[src/gct_pkg.sv]
// Constants and types shared by the match/capture timer block
package gct_pkg;
    localparam int DATA_W = 32;
    localparam int ADDR_W = 5;
    localparam int NMATCH = 4;
    localparam int NCAP   = 3;
    localparam int STAT_W = NMATCH + NCAP;

    // Word offsets on the register bus
    localparam logic [ADDR_W-1:0] A_CTRL  = 5'h00;
    localparam logic [ADDR_W-1:0] A_COUNT = 5'h01;
    localparam logic [ADDR_W-1:0] A_PRES  = 5'h02;
    localparam logic [ADDR_W-1:0] A_PCNT  = 5'h03;
    localparam logic [ADDR_W-1:0] A_MCTL  = 5'h04;
    localparam logic [ADDR_W-1:0] A_CCTL  = 5'h05;
    localparam logic [ADDR_W-1:0] A_EMR   = 5'h06;
    localparam logic [ADDR_W-1:0] A_PWM   = 5'h07;
    localparam logic [ADDR_W-1:0] A_STAT  = 5'h08;
    localparam logic [ADDR_W-1:0] A_MASK  = 5'h09;
    localparam logic [ADDR_W-1:0] A_MAT0  = 5'h0a;
    localparam logic [ADDR_W-1:0] A_CAP0  = 5'h0e;

    // Control register fields
    localparam int C_EN    = 0;
    localparam int C_CRST  = 1;
    localparam int C_CMODE = 2;
    localparam int C_EDGE  = 3;
    localparam int C_CLR   = 5;
    localparam int CTRL_W  = 7;

    // Match control: one nibble per match; capture control: three bits per channel
    localparam int MC_INT  = 0;
    localparam int MC_RST  = 1;
    localparam int MC_STOP = 2;
    localparam int MC_SH   = 3;
    localparam int MC_STEP = 4;
    localparam int MCTL_W  = 16;
    localparam int CC_RISE = 0;
    localparam int CC_FALL = 1;
    localparam int CC_INT  = 2;
    localparam int CC_STEP = 3;
    localparam int CCTL_W  = 9;
    localparam int EMR_ACT = 4;
    localparam int ACT_W   = 8;

    // Values after reset
    localparam logic [CTRL_W-1:0] CTRL_RST = 7'h00;
    localparam logic [MCTL_W-1:0] MCTL_RST = 16'h0000;
    localparam logic [CCTL_W-1:0] CCTL_RST = 9'h000;
    localparam logic [ACT_W-1:0]  ACT_RST  = 8'h00;
    localparam logic [NMATCH-1:0] MAT_RST  = 4'h0;
    localparam logic [STAT_W-1:0] STAT_RST = 7'h00;
    localparam logic [DATA_W-1:0] CNT_RST  = 32'h0000_0000;

    typedef enum logic [1:0] {
        GCT_ACT_NONE = 2'h0,
        GCT_ACT_LOW  = 2'h1,
        GCT_ACT_HIGH = 2'h2,
        GCT_ACT_TOG  = 2'h3
    } gct_act_t;

    typedef enum logic [1:0] {
        GCT_BUS_IDLE = 2'b01,
        GCT_BUS_ACK  = 2'b10
    } gct_bus_t;
endpackage

[src/gct_sync.sv]
// Three-stage pin synchroniser with agreement-qualified edge pulses
`timescale 1ns/1ps
module gct_sync
#(
    parameter int W = 4
)
(
    input  wire logic         clk,
    input  wire logic         rst_n,
    input  wire logic [W-1:0] din,
    output logic      [W-1:0] rise,
    output logic      [W-1:0] fall
);
    logic [W-1:0] s1_reg;
    logic [W-1:0] s2_reg;
    logic [W-1:0] s3_reg;
    logic [W-1:0] stab_reg;
    logic [W-1:0] agree;

    // First stage feeds only the second stage
    always_ff @(posedge clk or negedge rst_n)
    begin
        if (!rst_n)
        begin
            s1_reg <= '0;
            s2_reg <= '0;
            s3_reg <= '0;
        end
        else
        begin
            s1_reg <= din;
            s2_reg <= s1_reg;
            s3_reg <= s2_reg;
        end
    end

    // A change counts only once stages two and three agree
    assign agree = ~(s2_reg ^ s3_reg);

    always_ff @(posedge clk or negedge rst_n)
    begin
        if (!rst_n)
            stab_reg <= '0;
        else
            stab_reg <= (stab_reg & ~agree) | (s3_reg & agree);
    end

    assign rise = agree & s3_reg & ~stab_reg;
    assign fall = agree & ~s3_reg & stab_reg;
endmodule

[src/gct_match.sv]
// One match channel: shadow and active value with equality compare
`timescale 1ns/1ps
module gct_match
#(
    parameter int W = 32
)
(
    input  wire logic         clk,
    input  wire logic         rst_n,
    input  wire logic         wr,
    input  wire logic [W-1:0] wdata,
    input  wire logic         shadow_en,
    input  wire logic         reload,
    input  wire logic [W-1:0] count,
    output logic      [W-1:0] value,
    output logic              hit
);
    import gct_pkg::*;

    logic [W-1:0] shad_reg;
    logic [W-1:0] act_reg;

    // Software always lands in the shadow copy
    always_ff @(posedge clk or negedge rst_n)
    begin
        if (!rst_n)
            shad_reg <= W'(CNT_RST);
        else if (wr)
            shad_reg <= wdata;
    end

    // Active copy moves only at period restart when shadowed, so no runt pulse
    always_ff @(posedge clk or negedge rst_n)
    begin
        if (!rst_n)
            act_reg <= W'(CNT_RST);
        else if (wr && !shadow_en)
            act_reg <= wdata;
        else if (reload && shadow_en)
            act_reg <= shad_reg;
    end

    assign value = act_reg;
    assign hit   = (count == act_reg);
endmodule

[src/gct_timer.sv]
// Match/capture timer-counter with Avalon-MM register slave
//
// Function
// - Counter advances after programmable prescaler divides
// - Counts system clock or external count edges
// - Four match values compared; interrupt or action
// - Three captures snapshot count on input edge
// - Continuous match keeps counter running, optional interrupt
// - Stop match halts counter, optional interrupt
// - Reset match zeroes counter, optional interrupt
// - Shadowed match values avoid PWM output glitches
// - Match outputs go low, high, toggle, or hold
// - Selected capture clears counter and prescaler
// - Match outputs usable as single-edge PWM
`timescale 1ns/1ps
module gct_timer
#(
    parameter int CNT_W = 32
)
(
    input  wire logic                          CLK,
    input  wire logic                          RST_N,
    input  wire logic [gct_pkg::ADDR_W-1:0]    AVS_ADDRESS,
    input  wire logic                          AVS_READ,
    input  wire logic                          AVS_WRITE,
    input  wire logic [gct_pkg::DATA_W-1:0]    AVS_WRITEDATA,
    output logic      [gct_pkg::DATA_W-1:0]    AVS_READDATA,
    output logic                               AVS_WAITREQUEST,
    input  wire logic                          COUNT_IN,
    input  wire logic [gct_pkg::NCAP-1:0]      CAP_IN,
    output logic      [gct_pkg::NMATCH-1:0]    MAT_OUT,
    output logic                               IRQ
);
    import gct_pkg::*;

    if (CNT_W < 2 || CNT_W > DATA_W)
    begin : g_bad_width
        $error("CNT_W must lie between 2 and DATA_W");
    end

    gct_bus_t            bus_st_reg;
    logic [DATA_W-1:0]   rdata_reg;
    logic [DATA_W-1:0]   rd_next;
    logic [CTRL_W-1:0]   ctrl_reg;
    logic [MCTL_W-1:0]   mctl_reg;
    logic [CCTL_W-1:0]   cctl_reg;
    logic [ACT_W-1:0]    act_reg;
    logic [NMATCH-1:0]   mat_reg;
    logic [NMATCH-1:0]   pwm_reg;
    logic [STAT_W-1:0]   status_reg;
    logic [STAT_W-1:0]   mask_reg;
    logic [STAT_W-1:0]   stat_clr;
    logic                irq_reg;
    logic [CNT_W-1:0]    pr_reg;
    logic [CNT_W-1:0]    pc_reg;
    logic [CNT_W-1:0]    tc_reg;
    logic [CNT_W-1:0]    cap_reg [NCAP];
    logic [CNT_W-1:0]    mat_val [NMATCH];
    logic                wr_go;
    logic                in_mat;
    logic                in_cap;
    logic [ADDR_W-1:0]   off_mat;
    logic [ADDR_W-1:0]   off_cap;
    logic [NMATCH-1:0]   mat_wr;
    logic [NMATCH-1:0]   hit;
    logic [NMATCH-1:0]   ev;
    logic [NMATCH-1:0]   mr_int;
    logic [NMATCH-1:0]   mr_rst;
    logic [NMATCH-1:0]   mr_stop;
    logic [NMATCH-1:0]   mr_sh;
    logic [NCAP-1:0]     cc_rise;
    logic [NCAP-1:0]     cc_fall;
    logic [NCAP-1:0]     cc_int;
    logic [NCAP:0]       pin_rise;
    logic [NCAP:0]       pin_fall;
    logic [NCAP-1:0]     cap_ev;
    logic [1:0]          clrsel;
    logic                crst;
    logic                run;
    logic                ext_ev;
    logic                src;
    logic                pc_hit;
    logic                tick;
    logic                rst_ev;
    logic                stop_ev;
    logic                reload;
    logic                capclr;

    // A register write commits only in the cycle waitrequest is low
    assign wr_go = (bus_st_reg == GCT_BUS_ACK) && AVS_WRITE;

    function automatic logic wsel(input logic [ADDR_W-1:0] a);
        wsel = wr_go && (AVS_ADDRESS == a);
    endfunction

    // Address windows for the match and capture banks
    assign off_mat = AVS_ADDRESS - A_MAT0;
    assign off_cap = AVS_ADDRESS - A_CAP0;
    assign in_mat  = (AVS_ADDRESS >= A_MAT0) && (off_mat < ADDR_W'(NMATCH));
    assign in_cap  = (AVS_ADDRESS >= A_CAP0) && (off_cap < ADDR_W'(NCAP));
    assign mat_wr  = (wr_go && in_mat) ? (4'h1 << off_mat[1:0]) : 4'h0;

    // Unpack per-channel control bits
    always_comb
    begin
        for (int i = 0; i < NMATCH; i++)
        begin
            mr_int[i]  = mctl_reg[MC_STEP*i+MC_INT];
            mr_rst[i]  = mctl_reg[MC_STEP*i+MC_RST];
            mr_stop[i] = mctl_reg[MC_STEP*i+MC_STOP];
            mr_sh[i]   = mctl_reg[MC_STEP*i+MC_SH];
        end
        for (int j = 0; j < NCAP; j++)
        begin
            cc_rise[j] = cctl_reg[CC_STEP*j+CC_RISE];
            cc_fall[j] = cctl_reg[CC_STEP*j+CC_FALL];
            cc_int[j]  = cctl_reg[CC_STEP*j+CC_INT];
        end
    end

    // Pins are asynchronous; bit 0 is the count input, the rest captures
    gct_sync #(.W(NCAP + 1)) u_sync
    (
        .clk   (CLK),
        .rst_n (RST_N),
        .din   ({CAP_IN, COUNT_IN}),
        .rise  (pin_rise),
        .fall  (pin_fall)
    );

    // Count edge select: 0 rising, 1 falling, 2 or 3 both
    assign crst   = ctrl_reg[C_CRST];
    assign clrsel = ctrl_reg[C_CLR+:2];
    assign ext_ev = (pin_rise[0] & (ctrl_reg[C_EDGE+:2] != 2'h1))
                  | (pin_fall[0] & (ctrl_reg[C_EDGE+:2] != 2'h0));
    assign src    = ctrl_reg[C_CMODE] ? ext_ev : 1'b1;
    assign run    = ctrl_reg[C_EN] & ~crst;
    assign pc_hit = (pc_reg == pr_reg);
    assign tick   = run & src & pc_hit;
    assign ev     = {NMATCH{tick}} & hit;
    assign rst_ev = |(ev & mr_rst);
    assign stop_ev = |(ev & mr_stop);
    assign reload = rst_ev;
    assign cap_ev = (pin_rise[NCAP:1] & cc_rise) | (pin_fall[NCAP:1] & cc_fall);
    assign capclr = (clrsel != 2'h0) && cap_ev[clrsel - 2'h1];

    // Match channels; shadow and active copies live in the leaf
    for (genvar i = 0; i < NMATCH; i++)
    begin : g_mat
        gct_match #(.W(CNT_W)) u_match
        (
            .clk       (CLK),
            .rst_n     (RST_N),
            .wr        (mat_wr[i]),
            .wdata     (AVS_WRITEDATA[CNT_W-1:0]),
            .shadow_en (mr_sh[i]),
            .reload    (reload),
            .count     (tc_reg),
            .value     (mat_val[i]),
            .hit       (hit[i])
        );
    end

    // Bus handshake: one wait cycle, then a single-cycle acknowledge
    always_ff @(posedge CLK or negedge RST_N)
    begin
        if (!RST_N)
            bus_st_reg <= GCT_BUS_IDLE;
        else
        begin
            case (bus_st_reg)
                GCT_BUS_IDLE:
                    if (AVS_READ || AVS_WRITE)
                        bus_st_reg <= GCT_BUS_ACK;
                GCT_BUS_ACK:
                    bus_st_reg <= GCT_BUS_IDLE;
                default:
                    bus_st_reg <= GCT_BUS_IDLE;
            endcase
        end
    end

    // Read mux; unmapped words read as zero
    always_comb
    begin
        rd_next = '0;
        case (AVS_ADDRESS)
            A_CTRL:  rd_next = DATA_W'(ctrl_reg);
            A_COUNT: rd_next = DATA_W'(tc_reg);
            A_PRES:  rd_next = DATA_W'(pr_reg);
            A_PCNT:  rd_next = DATA_W'(pc_reg);
            A_MCTL:  rd_next = DATA_W'(mctl_reg);
            A_CCTL:  rd_next = DATA_W'(cctl_reg);
            A_EMR:   rd_next = DATA_W'({act_reg, mat_reg});
            A_PWM:   rd_next = DATA_W'(pwm_reg);
            A_STAT:  rd_next = DATA_W'(status_reg);
            A_MASK:  rd_next = DATA_W'(mask_reg);
            default:
            begin
                if (in_mat)
                    rd_next = DATA_W'(mat_val[off_mat[1:0]]);
                else if (in_cap)
                    rd_next = DATA_W'(cap_reg[off_cap[1:0]]);
            end
        endcase
    end

    // Read data sampled on entry to the acknowledge cycle
    always_ff @(posedge CLK or negedge RST_N)
    begin
        if (!RST_N)
            rdata_reg <= '0;
        else if (bus_st_reg == GCT_BUS_IDLE && AVS_READ)
            rdata_reg <= rd_next;
    end

    // Control; a stop match overrides a same-cycle enable write
    always_ff @(posedge CLK or negedge RST_N)
    begin
        if (!RST_N)
            ctrl_reg <= CTRL_RST;
        else
        begin
            if (wsel(A_CTRL))
                ctrl_reg <= AVS_WRITEDATA[CTRL_W-1:0];
            if (stop_ev)
                ctrl_reg[C_EN] <= 1'b0;
        end
    end

    // Plain configuration registers
    always_ff @(posedge CLK or negedge RST_N)
    begin
        if (!RST_N)
        begin
            mctl_reg <= MCTL_RST;
            cctl_reg <= CCTL_RST;
            pwm_reg  <= MAT_RST;
            mask_reg <= STAT_RST;
            pr_reg   <= CNT_W'(CNT_RST);
        end
        else
        begin
            if (wsel(A_MCTL))
                mctl_reg <= AVS_WRITEDATA[MCTL_W-1:0];
            if (wsel(A_CCTL))
                cctl_reg <= AVS_WRITEDATA[CCTL_W-1:0];
            if (wsel(A_PWM))
                pwm_reg <= AVS_WRITEDATA[NMATCH-1:0];
            if (wsel(A_MASK))
                mask_reg <= AVS_WRITEDATA[STAT_W-1:0];
            if (wsel(A_PRES))
                pr_reg <= AVS_WRITEDATA[CNT_W-1:0];
        end
    end

    // Prescaler counts counting-clock events and wraps at the limit
    always_ff @(posedge CLK or negedge RST_N)
    begin
        if (!RST_N)
            pc_reg <= CNT_W'(CNT_RST);
        else if (crst || capclr)
            pc_reg <= '0;
        else if (wsel(A_PCNT))
            pc_reg <= AVS_WRITEDATA[CNT_W-1:0];
        else if (run && src)
            pc_reg <= pc_hit ? '0 : pc_reg + 1'b1;
    end

    // Main counter; a reset match lands on zero instead of match + 1
    always_ff @(posedge CLK or negedge RST_N)
    begin
        if (!RST_N)
            tc_reg <= CNT_W'(CNT_RST);
        else if (crst || capclr)
            tc_reg <= '0;
        else if (wsel(A_COUNT))
            tc_reg <= AVS_WRITEDATA[CNT_W-1:0];
        else if (rst_ev)
            tc_reg <= '0;
        else if (tick && !stop_ev)
            tc_reg <= tc_reg + 1'b1;
    end

    // Capture snapshots take the count before any same-cycle clear
    always_ff @(posedge CLK or negedge RST_N)
    begin
        if (!RST_N)
        begin
            for (int j = 0; j < NCAP; j++)
                cap_reg[j] <= CNT_W'(CNT_RST);
        end
        else
        begin
            for (int j = 0; j < NCAP; j++)
                if (cap_ev[j])
                    cap_reg[j] <= tc_reg;
        end
    end

    // Match outputs; PWM mode rises on match and falls at period restart
    always_ff @(posedge CLK or negedge RST_N)
    begin
        if (!RST_N)
        begin
            act_reg <= ACT_RST;
            mat_reg <= MAT_RST;
        end
        else
        begin
            if (wsel(A_EMR))
            begin
                act_reg <= AVS_WRITEDATA[EMR_ACT+:ACT_W];
                mat_reg <= AVS_WRITEDATA[NMATCH-1:0];
            end
            for (int i = 0; i < NMATCH; i++)
            begin
                if (pwm_reg[i])
                begin
                    if (reload)
                        mat_reg[i] <= 1'b0;
                    else if (ev[i])
                        mat_reg[i] <= 1'b1;
                end
                else if (ev[i])
                begin
                    case (gct_act_t'(act_reg[2*i+:2]))
                        GCT_ACT_LOW:  mat_reg[i] <= 1'b0;
                        GCT_ACT_HIGH: mat_reg[i] <= 1'b1;
                        GCT_ACT_TOG:  mat_reg[i] <= ~mat_reg[i];
                        default:      mat_reg[i] <= mat_reg[i];
                    endcase
                end
            end
        end
    end

    // Sticky flags; a new event beats a same-cycle write-one clear
    assign stat_clr = wsel(A_STAT) ? AVS_WRITEDATA[STAT_W-1:0] : '0;

    always_ff @(posedge CLK or negedge RST_N)
    begin
        if (!RST_N)
            status_reg <= STAT_RST;
        else
            status_reg <= (status_reg & ~stat_clr)
                        | {cap_ev & cc_int, ev & mr_int};
    end

    // Interrupt lags the flags by one cycle to keep the pin registered
    always_ff @(posedge CLK or negedge RST_N)
    begin
        if (!RST_N)
            irq_reg <= 1'b0;
        else
            irq_reg <= |(status_reg & mask_reg);
    end

    assign AVS_READDATA    = rdata_reg;
    assign AVS_WAITREQUEST = bus_st_reg[0];
    assign MAT_OUT         = mat_reg;
    assign IRQ             = irq_reg;
endmodule

[config.mk]
export PLATFORM = sky130hd
export DESIGN_NAME = gct_timer
export DESIGN_NICKNAME = d
export VERILOG_FILES = /design/src/gct_pkg.sv /design/src/gct_sync.sv /design/src/gct_match.sv /design/src/gct_timer.sv
export SDC_FILE = /design/constraint.sdc
export NUM_CORES = 1
export LEC_CHECK = 0
export BUFFER_PORTS_ARGS = -buffer_cell sky130_fd_sc_hd__buf_2
export CAP_MARGIN = 20
export CORE_ASPECT_RATIO = 0.75
export CORE_MARGIN = 3
export CORE_UTILIZATION = 35
export DETAILED_ROUTE_END_ITERATION = 10
export PLACE_DENSITY = 0.53
export SLEW_MARGIN = 20
export SYNTH_ARGS = -nofsm -noshare
export SYNTH_HDL_FRONTEND = slang
export SYNTH_HIERARCHICAL = 1
export SYNTH_SLANG_ARGS = --single-unit
[constraint.sdc]
create_clock -name CLK -period 6.02 [get_ports CLK]
set_clock_uncertainty 0.1 [all_clocks]
set_input_delay 1.204 -clock CLK [delete_from_list [all_inputs] [get_ports CLK]]
set_output_delay 1.204 -clock CLK [all_outputs]
set_load 0.05 [all_outputs]
==> impl_metrics.yaml <==
logic_synthesis:
  syn_avg_cell_area_um2: 10.9
  syn-cell-area_um2: 29900
  synthCells: 2733
  synth_warnings: 6
  synth-edff-count: 0
  synth_flop_cell: "dfrtp_1"
  synthDominantCellAreaShare_pct: 46.9
  synth_fp_nets: 2800
  synthArstFlopShare_pct: 100
  synth_area_leaders: "dfrtp_1 47%, mux2_2 10%, mux2i_1 5.8%, xor2_1 4.9%, nand2_1 4.1%"
  ys_ff_latch: 561
  synth.distinct_cells: 80
  synth_largest_area_cell: "dfrtp_1"
  seq_area_frac_synth_pct: 47.0
detailed_routing:
  routed-wl-met2_um: 43800
  viasPerCell: 5.88
  drtAntennaViolNets: 0
  first_pass_iters: 6
  wire_per_inst_um: 27.8
  drt-met1-wl_um: 50000
  via_count: 22920
  drt_wl_total_um: 109000
  highest_layer: "met5"
  drtIter0Drc: 2499
  drc: 0
  wl_met3_um: 11500
setup_path:
  slowest_delay_ps: 830
  crit_chain: "xor2_1 -> nor4_1 -> nand4_1 -> nor2_1 -> a221oi_1 -> nor3_1 -> nand2_2 -> buf_4 -> mux2i_1 -> o21ai_2"
  worstRegToRegCells: 10
  critPathMaxFanout: 32
  worstPathRequired_ps: 6430
  critPathKind: "reg2reg"
  cp-end-kind: "flip-flop"
  cp-start-kind: "flip-flop"
  slowest_stage: "nor3_1"
  arrival_ps: 5680
clock_network:
  worstSkewPairLatency_ps: 670
  clock-sinks: 561
  cts_max_level: 2
  cts_hold_buffers: 0
  ctsResizeCount: 0
  path_clk_slew_ps: 60
  cts_buffer_depth: 3
  cts_setup_buffers: 0
  cts_inserted_buffers: 60
  cts_tree: "built"
  ctsRootBufferMaster: "clkbuf_16"
die:
  start_util_pct: 35.4
  die_x_um: 343
  dieHeight_um: 259
  num_rows: 92
  io_pins: 83
  die_area_um2: 88900
  core-area_um2: 84300
flow_run:
  drv_cap: 0
placement:
  gp_congestion: 0.924
  post_dp_cell_area_um2: 31000
  portBuffers: 82
  dp_hpwl_um: 75300
global_route:
  grt_usage_pct: 24.3
  grt_max_degree: 137
  antenna_found_initial: 5
  grt-ovfl-total: 0
  grt_pass1_wl_um: 160000
  grt_pass1_vias: 22314
sta:
  period_share_pct: 87.6
  fin_setup_tns_ps: 0
  final_hold_viol_count: 0
  finalCriticalPeriod_ps: 5270
  rsz0062_at_grt: "false"
  slew_headroom_pct: 17.7
  finalSetupViolCount: 0
  timing.fmax_mhz: 190
  drv_slew: 0
  worstMarginPinSlew_ps: 1220
cells_and_area:
  finish.instance_area_um2: 33100
  fin_nets: 2789
  area_growth_pct: 10.8
  drive_gt1_share_pct: 22.4
power_and_ir_drop:
  power.density_nw_per_um2: 348
  power.leakage_uw: 0.0149
  ir_worst_vdd_v: 0.000336
status:
  status: "finished clean"
hold_path:
  hold_depth: 0
  hold_path_class: "reg2reg"
==> report_power, final <==
part	total, uW	internal, uW	switching [uW]
clock network	3990	2370	1620
registers	5070	4320	742
logic	2470	871	1590
total	11500	7570	3960
==> area by class of cell <==
class | instances | area (um^2)
Clock buffer | 90 | 1820
Clock inverter | 21 | 294
Sequential cell | 561 | 14000
Multi-Input combinational cell | 1907 | 14500
Antenna cell | 2 | 5.00
Inverter | 65 | 244
Timing Repair Buffer | 127 | 811
Fill cell | 8158 | 51200
Tap cell | 1128 | 1410
==> worst max-delay path, delay by kind of cell, from the launching register on <==
| kind | cells | cell delay, ps |
|---|---|---|
| muxes | 1 | 300 |
| AOI/OAI and AO/OA | 2 | 420 |
| xor gates and xnor gates | 1 | 360 |
| and+or+nand+nor | 5 | 2780 |
| buffers and inverters | 1 | 340 |
| DFF | 1 | 720 |
==> synth_stat cells, types with 12 or more instances <==
| cell type | instances |
|---|---|
| nor3_1 | 20 |
| nand3_1 | 49 |
| o22a_1 | 22 |
| dfrtp_1 | 560 |
| buf_6 | 45 |
| nor2_1 | 69 |
| a21oi_1 | 103 |
| o21ai_2 | 40 |
| nand4_1 | 28 |
| clkbuf_1 | 76 |
| buf_2 | 51 |
| o22ai_1 | 29 |
| mux2_2 | 264 |
| a22o_1 | 16 |
| inv_1 | 64 |
| o21ai_0 | 87 |
| mux2i_1 | 173 |
| and3_1 | 15 |
| buf_1 | 21 |
| and4_1 | 13 |
| a22oi_1 | 47 |
| xor2_1 | 166 |
| o21ai_1 | 90 |
| mux4_2 | 32 |
| ha_1 | 22 |
| xnor2_1 | 12 |
| a31oi_1 | 15 |
| nand2_1 | 330 |
| and2_1 | 14 |
| a222oi_1 | 13 |
| nor4_1 | 61 |
==> layer usage <==
layer / GRT usage [%] / vias up
li1: - / 9882
met1: 36.1 / 11815
met2: 33.7 / 1047
met3: 7.63 / 172
met4: 6.90 / 4
met5: 0 / -
==> cells in the final DEF (no fill, tap or decap), types with 22 or more instances in the layout <==
cell	netlist	final
mux2_2	264	264
o22a_1	22	22
mux2i_1	173	173
o21ai_1	90	89
nand2_1	330	328
xor2_1	166	166
a22oi_1	47	44
dfrtp_1	560	560
buf_4	5	42
o21ai_0	87	87
mux4_2	32	32
nand4_1	28	28
nor2_1	69	68
inv_1	64	64
o22ai_1	29	29
ha_1	22	22
nor4_1	61	60
nand3_1	49	49
a21oi_1	103	103
clkbuf_16	0	62
o21ai_2	40	40
buf_2	51	80
==> logic make-up (layout without fill, tap and decap cells) <==
logic type      after synthesis  in the layout  share of synthesized area [%]
mux                         473            473                           18.4
other cells                   0              2                              0
compound gates              564            564                           12.6
xor+xnor                    178            178                           5.22
simple gates                670            670                           11.1
buf+inv                     265            303                           4.80
flops                       561            561                           47.0
fa+ha+maj                    22             22                          0.922
==> per-stage QoR <==
step	hold slack, ps	cells	setup slack, ps	util [%]	total power, uW
2_1_floorplan	231	2733	1730	-	6450
3_3_place_gp	235	3788	1050	36.8	7470
3_5_place_dp	240	3788	1010	36.8	7530
4_1_cts	253	3899	1010	39.3	11500
5_1_grt	254	3899	615	39.3	12000
6_report	250	3901	747	39.3	11500
==> final timing paths <==
path                             startpoint                    endpoint  slack (ps)
setup / recovery                  tc_reg[5]  g_mat[3].u_match/value[22]         750
hold / removal             u_sync/s1_reg[0]            u_sync/s2_reg[0]         250
setup reg to reg                  tc_reg[5]  g_mat[3].u_match/value[22]         750
hold reg to reg            u_sync/s1_reg[0]            u_sync/s2_reg[0]         250
max in group asynchronous             RST_N   g_mat[2].u_match/value[6]        3860
min in group asynchronous             RST_N            u_sync/s2_reg[3]         460
No activity file was read; power rests on OpenSTA's default activity.
